### src/rtl/uadc_pkg.sv
// Package for the USB attach and detach control block.
// Assumes one 25 MHz system clock and a plain register port.
package uadc_pkg;

    // Clock and link rates
    localparam int unsigned UADC_CLK_HZ = 25_000_000;
    localparam int unsigned UADC_FS_BITRATE = 12_000_000;

    // Pin set
    localparam int unsigned UADC_PIO_N = 16;
    localparam int unsigned UADC_PIO_W = 4;

    // Register offsets
    localparam logic [7:0] UADC_OFS_CTRL = 8'h00;
    localparam logic [7:0] UADC_OFS_PULLUP = 8'h04;
    localparam logic [7:0] UADC_OFS_VBUS_SEL = 8'h08;
    localparam logic [7:0] UADC_OFS_DETACH_SEL = 8'h0c;
    localparam logic [7:0] UADC_OFS_WAKE_SEL = 8'h10;
    localparam logic [7:0] UADC_OFS_STATUS = 8'h14;
    localparam logic [7:0] UADC_OFS_POWER = 8'h18;

    // Control field positions
    localparam int unsigned UADC_CTRL_READY_BIT = 0;
    localparam int unsigned UADC_CTRL_SELF_BIT = 1;
    localparam int unsigned UADC_CTRL_AUDIO_BIT = 2;
    localparam int unsigned UADC_CTRL_WAKE_BIT = 3;
    localparam int unsigned UADC_CTRL_W = 4;

    // Reset values
    localparam logic [3:0] UADC_CTRL_RST = 4'h0;
    localparam logic [4:0] UADC_PULL_INTERNAL = 5'h10;
    localparam logic [4:0] UADC_PULLUP_RST = 5'h10;
    localparam logic [3:0] UADC_VBUS_SEL_RST = 4'h2;
    localparam logic [3:0] UADC_DETACH_SEL_RST = 4'h3;
    localparam logic [3:0] UADC_WAKE_SEL_RST = 4'h4;

    // Power budget in 2 mA units, 100 mA when bus powered
    localparam logic [7:0] UADC_MAX_POWER_BUS = 8'h32;
    localparam logic [7:0] UADC_MAX_POWER_SELF = 8'h00;

    typedef enum logic [1:0] {
        UADC_S_OFF = 2'b00,
        UADC_S_ATTACH = 2'b01,
        UADC_S_SUSPEND = 2'b11,
        UADC_S_DETACH = 2'b10
    } uadc_state_t;

    typedef struct packed {
        logic wake_req;
        logic audio_ep;
        logic self_powered;
        logic enum_ready;
    } uadc_ctrl_t;

    typedef struct packed {
        logic cfg_err;
        logic radio_en;
        logic wake_out;
        logic vbus_present;
        logic detached;
        logic pullup_on;
        uadc_state_t state;
    } uadc_status_t;

endpackage

### src/rtl/uadc_pin_sync.sv
// Two-stage synchroniser for the programmable I/O inputs.
// Assumes the pins are asynchronous to clk_sys.
`timescale 1ns/1ps
module uadc_pin_sync
    import uadc_pkg::*;
(
    input wire logic clk_sys,
    input wire logic rst_n,
    input wire logic [UADC_PIO_N-1:0] pin_async,
    output logic [UADC_PIO_N-1:0] pin_sync
);

    genvar gi;
    generate
        for (gi = 0; gi < UADC_PIO_N; gi++) begin : g_sync
            logic meta_q;
            logic meta_d;
            logic sync_q;
            logic sync_d;
            always_comb begin
                meta_d = pin_async[gi];
                sync_d = meta_q;
            end
            always_ff @(posedge clk_sys or negedge rst_n) begin
                if (!rst_n) begin
                    meta_q <= 1'b0;
                    sync_q <= 1'b0;
                end else begin
                    meta_q <= meta_d;
                    sync_q <= sync_d;
                end
            end
            assign pin_sync[gi] = sync_q;
        end
    endgenerate

endmodule

### src/rtl/uadc_top.sv
// Attach, detach, wake and suspend control for a full-speed USB port.
// Assumes the USB core on clk_sys and asynchronous programmable I/O pins.
// Operation
// - The port is a full-speed 12 Mbit/s interface with its own transceiver.
// - The port acts only as a slave and drives the bus only in answer to the host.
// - Software picks either the wireless endpoint set or the audio endpoint set.
// - When ready to enumerate the block pulls the D+ line weakly high.
// - The pull-up source setting picks internal (value 16, default) or a pin.
// - When self powered the pull-up stays off while VBUS is absent.
// - A pin number setting picks the VBUS sense pin and must match the pull-up pin.
// - When bus powered the configuration asks for a 100 mA budget.
// - The host may suspend the port, and then a bus-powered port keeps its radio off.
// - Detach input and wake output each sit on a pin chosen by its own setting.
// - A high detach input puts both data lines in high impedance and drops the pull-up.
// - A low detach input restores the pull-up and the port awaits enumeration.
// - The wake output goes high to wake the host, only while detached.
// - The in-band remote wake is never sent while detached.
`timescale 1ns/1ps
module uadc_top
    import uadc_pkg::*;
(
    input wire logic clk_sys,
    input wire logic rst_n,
    input wire logic [7:0] reg_addr,
    input wire logic [31:0] reg_wdata,
    input wire logic reg_we,
    input wire logic reg_re,
    output logic [31:0] reg_rdata,
    input wire logic [UADC_PIO_N-1:0] pio_in,
    output logic [UADC_PIO_N-1:0] pio_out,
    output logic [UADC_PIO_N-1:0] pio_oe,
    input wire logic core_suspend,
    input wire logic core_tx_oe,
    input wire logic core_remote_wake,
    output logic usb_tx_oe,
    output logic dplus_int_pullup,
    output logic inband_wake_go,
    output logic radio_en,
    output logic audio_ep_sel,
    output logic [7:0] max_power
);

    localparam int unsigned FS_DIV_RATIO = UADC_CLK_HZ / UADC_FS_BITRATE;

    uadc_ctrl_t ctrl_q, ctrl_d;
    logic [4:0] pullup_src_q, pullup_src_d;
    logic [3:0] vbus_sel_q, vbus_sel_d;
    logic [3:0] detach_sel_q, detach_sel_d;
    logic [3:0] wake_sel_q, wake_sel_d;
    logic [31:0] rdata_q, rdata_d;

    uadc_state_t state_q, state_d;
    logic pull_ext_q, pull_ext_d;
    logic pull_int_q, pull_int_d;
    logic wake_q, wake_d;
    logic radio_q, radio_d;
    logic [UADC_PIO_N-1:0] pio_out_q, pio_out_d;
    logic [UADC_PIO_N-1:0] pio_oe_q, pio_oe_d;

    logic [UADC_PIO_N-1:0] pio_s;
    logic detach_s;
    logic vbus_s;
    logic vbus_ok;
    logic cfg_err;
    logic pull_on_d;
    uadc_status_t status;

    // Pins are asynchronous; two flops before use
    uadc_pin_sync u_sync (
        .clk_sys(clk_sys),
        .rst_n(rst_n),
        .pin_async(pio_in),
        .pin_sync(pio_s)
    );

    // Selected input pins
    always_comb begin
        detach_s = pio_s[detach_sel_q];
        vbus_s = pio_s[vbus_sel_q];
        vbus_ok = !ctrl_q.self_powered || vbus_s;
        cfg_err = ctrl_q.self_powered && (pullup_src_q != {1'b0, vbus_sel_q});
    end

    // Connection state
    always_comb begin
        state_d = state_q;
        case (state_q)
            UADC_S_OFF: begin
                if (ctrl_q.enum_ready && vbus_ok) begin
                    state_d = UADC_S_ATTACH;
                end
            end
            UADC_S_ATTACH: begin
                if (!ctrl_q.enum_ready || !vbus_ok) begin
                    state_d = UADC_S_OFF;
                end else if (core_suspend) begin
                    state_d = UADC_S_SUSPEND;
                end
            end
            UADC_S_SUSPEND: begin
                if (!ctrl_q.enum_ready || !vbus_ok) begin
                    state_d = UADC_S_OFF;
                end else if (!core_suspend) begin
                    state_d = UADC_S_ATTACH;
                end
            end
            UADC_S_DETACH: begin
                if (!detach_s) begin
                    state_d = UADC_S_OFF;
                end
            end
            default: begin
                state_d = UADC_S_OFF;
            end
        endcase
        if (detach_s) begin
            state_d = UADC_S_DETACH;
        end
    end

    // Registered pin and line drives
    always_comb begin
        pull_on_d = (state_d == UADC_S_ATTACH) || (state_d == UADC_S_SUSPEND);
        pull_int_d = pull_on_d && (pullup_src_q == UADC_PULL_INTERNAL);
        pull_ext_d = pull_on_d && !pullup_src_q[4];
        wake_d = (state_d == UADC_S_DETACH) && ctrl_q.wake_req;
        // Power mode written this cycle applies with the new state
        radio_d = !((state_d == UADC_S_SUSPEND) && !ctrl_d.self_powered);
        pio_out_d = '0;
        pio_oe_d = '0;
        if (pull_ext_d) begin
            pio_out_d[pullup_src_q[3:0]] = 1'b1;
            pio_oe_d[pullup_src_q[3:0]] = 1'b1;
        end
        pio_out_d[wake_sel_q] = wake_d;
        pio_oe_d[wake_sel_q] = 1'b1;
    end

    always_ff @(posedge clk_sys or negedge rst_n) begin
        if (!rst_n) begin
            state_q <= UADC_S_OFF;
            pull_ext_q <= 1'b0;
            pull_int_q <= 1'b0;
            wake_q <= 1'b0;
            radio_q <= 1'b1;
            pio_out_q <= '0;
            pio_oe_q <= '0;
        end else begin
            state_q <= state_d;
            pull_ext_q <= pull_ext_d;
            pull_int_q <= pull_int_d;
            wake_q <= wake_d;
            radio_q <= radio_d;
            pio_out_q <= pio_out_d;
            pio_oe_q <= pio_oe_d;
        end
    end

    // Status view
    always_comb begin
        status.cfg_err = cfg_err;
        status.radio_en = radio_q;
        status.wake_out = wake_q;
        status.vbus_present = vbus_s;
        status.detached = (state_q == UADC_S_DETACH);
        status.pullup_on = pull_int_q || pull_ext_q;
        status.state = state_q;
    end

    // Register writes and reads
    always_comb begin
        ctrl_d = ctrl_q;
        pullup_src_d = pullup_src_q;
        vbus_sel_d = vbus_sel_q;
        detach_sel_d = detach_sel_q;
        wake_sel_d = wake_sel_q;
        rdata_d = '0;
        if (reg_we) begin
            case (reg_addr)
                UADC_OFS_CTRL: ctrl_d = uadc_ctrl_t'(reg_wdata[UADC_CTRL_W-1:0]);
                UADC_OFS_PULLUP: pullup_src_d = reg_wdata[4:0];
                UADC_OFS_VBUS_SEL: vbus_sel_d = reg_wdata[3:0];
                UADC_OFS_DETACH_SEL: detach_sel_d = reg_wdata[3:0];
                UADC_OFS_WAKE_SEL: wake_sel_d = reg_wdata[3:0];
                default: begin
                end
            endcase
        end
        if (reg_re) begin
            case (reg_addr)
                UADC_OFS_CTRL: rdata_d = {28'h0000000, ctrl_q};
                UADC_OFS_PULLUP: rdata_d = {27'h0000000, pullup_src_q};
                UADC_OFS_VBUS_SEL: rdata_d = {28'h0000000, vbus_sel_q};
                UADC_OFS_DETACH_SEL: rdata_d = {28'h0000000, detach_sel_q};
                UADC_OFS_WAKE_SEL: rdata_d = {28'h0000000, wake_sel_q};
                UADC_OFS_STATUS: rdata_d = {24'h000000, status};
                UADC_OFS_POWER: rdata_d = {24'h000000, max_power};
                default: rdata_d = '0;
            endcase
        end
    end

    always_ff @(posedge clk_sys or negedge rst_n) begin
        if (!rst_n) begin
            ctrl_q <= uadc_ctrl_t'(UADC_CTRL_RST);
            pullup_src_q <= UADC_PULLUP_RST;
            vbus_sel_q <= UADC_VBUS_SEL_RST;
            detach_sel_q <= UADC_DETACH_SEL_RST;
            wake_sel_q <= UADC_WAKE_SEL_RST;
            rdata_q <= '0;
        end else begin
            ctrl_q <= ctrl_d;
            pullup_src_q <= pullup_src_d;
            vbus_sel_q <= vbus_sel_d;
            detach_sel_q <= detach_sel_d;
            wake_sel_q <= wake_sel_d;
            rdata_q <= rdata_d;
        end
    end

    // Outputs
    assign reg_rdata = rdata_q;
    assign pio_out = pio_out_q;
    assign pio_oe = pio_oe_q;
    assign dplus_int_pullup = pull_int_q;
    assign radio_en = radio_q;
    assign audio_ep_sel = ctrl_q.audio_ep;
    // Drive only while attached, in answer to the host
    assign usb_tx_oe = core_tx_oe && ((state_q == UADC_S_ATTACH)
        || (state_q == UADC_S_SUSPEND));
    assign inband_wake_go = core_remote_wake && (state_q == UADC_S_SUSPEND);
    assign max_power = ctrl_q.self_powered ? UADC_MAX_POWER_SELF : UADC_MAX_POWER_BUS;

    logic pull_any;
    assign pull_any = pull_int_q || pull_ext_q;
endmodule

### config.mk
export PLATFORM = sky130hd
export DESIGN_NAME = uadc_top
export DESIGN_NICKNAME = d
export VERILOG_FILES = /design/src/rtl/uadc_pkg.sv /design/src/rtl/uadc_pin_sync.sv /design/src/rtl/uadc_top.sv
export SDC_FILE = /design/constraint.sdc
export NUM_CORES = 1
export LEC_CHECK = 0
export BUFFER_PORTS_ARGS = -buffer_cell sky130_fd_sc_hd__buf_2
export CORE_ASPECT_RATIO = 1.4
export CORE_UTILIZATION = 40
export DETAILED_ROUTE_END_ITERATION = 12
export PLACE_DENSITY = 0.65
export SKIP_LAST_GASP = 1
export SLEW_MARGIN = 20
export SYNTH_ARGS = -nofsm -noshare
export SYNTH_HDL_FRONTEND = slang
export SYNTH_SLANG_ARGS = --single-unit
export TNS_END_PERCENT = 10
### constraint.sdc
create_clock -name clk_sys -period 4.5 [get_ports clk_sys]
set_input_delay 1.35 -clock clk_sys [delete_from_list [all_inputs] [get_ports clk_sys]]
set_output_delay 1.35 -clock clk_sys [all_outputs]
set_load 0.1 [all_outputs]
==> flow_metrics.tcl <==
set metrics [dict create \
    status "completed" \
    insertion_delay_ns 0.34 \
    drt_iter0_drc 151 \
    synth_adder_area_share 0 \
    finClkSkew_ns 0.008176 \
    p_per_area_nw_per_um2 400.3 \
    finalNetCount 525 \
    peakVddDrop_v 0.0002312 \
    period_share 0.7391 \
    root_buffer "clkbuf_16" \
    end_kind "output port" \
    via_per_inst 5.169 \
    die_w_um 91.28 \
    crit_path_max_fanout 1 \
    post_cts_resized 0 \
    timing.rr.end "pio_out[13]" \
    netlist_area_sq_um 4463 \
    io_pins 140 \
    grt_busiest_layer "met2" \
    first_pass_iters 4 \
    antenna_found_initial 0 \
    hold_violations 0 \
    cp_slowest_cell "buf_2" \
    num_vias 3143 \
    path_class "in2out" \
    hp-start "u_sync.g_sync[10].meta_q" \
    grt_pass1_vias 2896 \
    synth_edf_count 0 \
    core_area_sq_um 10870 \
    slowest_delay_ns 0.42 \
    ff2ff_path_depth 5 \
    grt_max_degree 44 \
    cts_hold_buffers 0 \
    drt-total-wl_um 9149 \
    cts_sinks 99 \
    async_flop_share 1.000 \
    layout-drive-gt1-share 0.3105 \
    numPortBuffers 83 \
    seq_area_frac_synth 0.5568 \
    synth_compound_area_frac 0.07906 \
    min_path_type "reg2reg" \
    muxShareOfSynthArea 0.1107 \
    initial_utilization 0.4107 \
    final_common_cell "dfrtp_1" \
    worst_pin_slew_ns 0.8828 \
    cts_buffers 9 \
    maxCapViolations 0 \
    p_leak_uw 0.002391 \
    rr_startpoint "detach_sel_q[0]" \
    antenna_cells 0 \
    setup-tns-final_ns 0 \
    cts_max_level 3 \
    hold_depth 0 \
    pre_cts_ws_ns 1.018 \
    finalCriticalPeriod_ns 3.326 \
    fmax_ghz 0.3007 \
    setup_viol 0 \
    cts_tree "yes" \
    cts_setup_buffers 0 \
    grt_use_total 0.1661 \
    fin_hold_ws_ns 0.3474 \
    rsz0062_at_grt "false" \
    gp_congestion 0.8793 \
    arrival_ns 1.98 \
    ys_warn_count 0 \
    slew_violations 0 \
    crit_top_cell "buf_2" \
    rows 45 \
    clk_pin_slew_ns 0.06 \
    synth_top_family_by_area "simple AND/OR/NAND/NOR gates" \
    synthCells 393 \
    yosys.area_share.simple 0.1634 \
    ys_ff_latch 99 \
    die_area_sq_um 11590 \
    grt_util_met1 0.1930 \
    slew_headroom 0.4069 \
    synth_top_flop_cell "dfrtp_1" \
    wl_per_cell_um 15.05 \
    netlist-cell-type-count 46 \
    fin_ws_ns 1.174 \
    whs_endpoint "u_sync.g_sync[10].sync_q" \
    synthXorXnorAreaFrac 0.007850 \
    ant_nets 0 \
    grt_use_met2 0.2865 \
    startpoint_type "input port" \
    final_cell_mix "dfrtp_1 (93), buf_2 (82), conb_1 (29)" \
    required_ns 3.15 \
    syn_to_final_growth_pct 15.90 \
    clockBufferDepth 2 \
    hpwl_um 6662 \
    gr-total-overflow 0 \
    met3_usage 0.04107 \
    route.detailed.drc 0 \
    crit_path_cell_trace "buf_2 -> and3_1 -> buf_2" \
    reg2reg_slack_ns 1.90 \
    grt_pass1_wl_um 14760 \
    die_y_um 127.0 \
    syn_avg_cell_area_sq_um 11.36 \
]
-- cell usage after synthesis (all sizes together), types with 3 or more instances --
cell type | instances | area, sq um
buf | 40 | 284.0
nor3 | 10 | 55.05
mux4 | 5 | 112.6
nand2 | 27 | 101.4
clkbuf | 18 | 67.56
nor2 | 14 | 55.06
mux2 | 25 | 281.5
and3 | 5 | 31.28
o211ai | 3 | 22.52
a21oi | 5 | 25.02
xnor2 | 3 | 26.28
o22ai | 16 | 100.1
nor3b | 4 | 35.03
inv | 3 | 11.26
nor2b | 11 | 68.82
dfstp | 6 | 157.7
mux2i | 10 | 100.1
nand3 | 28 | 140.1
o21ai | 23 | 115.1
nand3b | 5 | 37.54
nand2b | 3 | 18.77
dfrtp | 93 | 2327
nand4 | 17 | 106.4
-- report_power, final --
part	switching, uW	internal, uW
sequential	30.3	921
combinational	245	60.6
clock	311	503
-- per-layer routing --
| layer | wire length (um) | up-vias |
|---|---|---|
| li1 | - | 1486 |
| met1 | 3583 | 1529 |
| met2 | 4881 | 110 |
| met3 | 482 | 18 |
| met4 | 202 | 0 |
| met5 | 0 | - |
-- cell families (layout without fill, tap and decap cells) --
logic type	count (synthesis)	after routing
buf+inv	61	107
flops	99	99
mux	40	40
xor+xnor	4	4
compound gates	55	55
other cells	1	29
simple gates	133	133
-- final cells by class --
class	count	area (sq um)
clock buffers	12	246.5
repair buffers	88	459.2
multi-input cells	261	1720
inverters	3	11.26
flip-flops and latches	99	2485
well taps	141	176.4
fillers	995	5694
clock inverters	4	73.82
-- worst max-delay path, delay by kind of cell --
kind          cells  cell delay (ns)
buf+inv           2             0.49
simple gates      1             0.14
-- registers in the layout (all words and copies together) (netlist names) --
name and cells:
pio_oe 16, pio_out 16, u_sync.g_sync.meta_q 16, u_sync.g_sync.sync_q 16
reg_rdata 8, pullup_src_q 5, detach_sel_q 4, vbus_sel_q 4
wake_sel_q 4, ctrl_q 3, state_q 2, audio_ep_sel 1
dplus_int_pullup 1, pull_ext_q 1, radio_en 1, wake_q 1
-- how the worst max path moves through the flow --
stage	slack (ns)	from	end	cells past startpoint
4_1_cts	1.17	core_remote_wake	inband_wake_go	3
6_report	1.17	core_remote_wake	inband_wake_go	3
5_1_grt	1.15	core_remote_wake	inband_wake_go	3
3_3_place_gp	1.0	reg_addr[7]	radio_en	7
3_5_place_dp	1.02	reg_addr[7]	radio_en	7
2_1_floorplan	1.02	core_remote_wake	inband_wake_go	1
-- through the flow --
| stage | util | total power, uW | std cells | instance area, sq um |
|---|---|---|---|---|
| 6_report | 0.4760 | 2071 | 608 | 5172 |
| 5_1_grt | 0.4760 | 2160 | 608 | 5172 |
| 4_1_cts | 0.4750 | 2089 | 607 | 5161 |
| 3_5_place_dp | 0.4455 | 1272 | 591 | 4841 |
| 3_3_place_gp | 0.4455 | 1266 | 591 | 4841 |
| 2_1_floorplan | - | 1223 | 421 | 4568 |
Note: power is estimated with default switching activity, not from simulation.
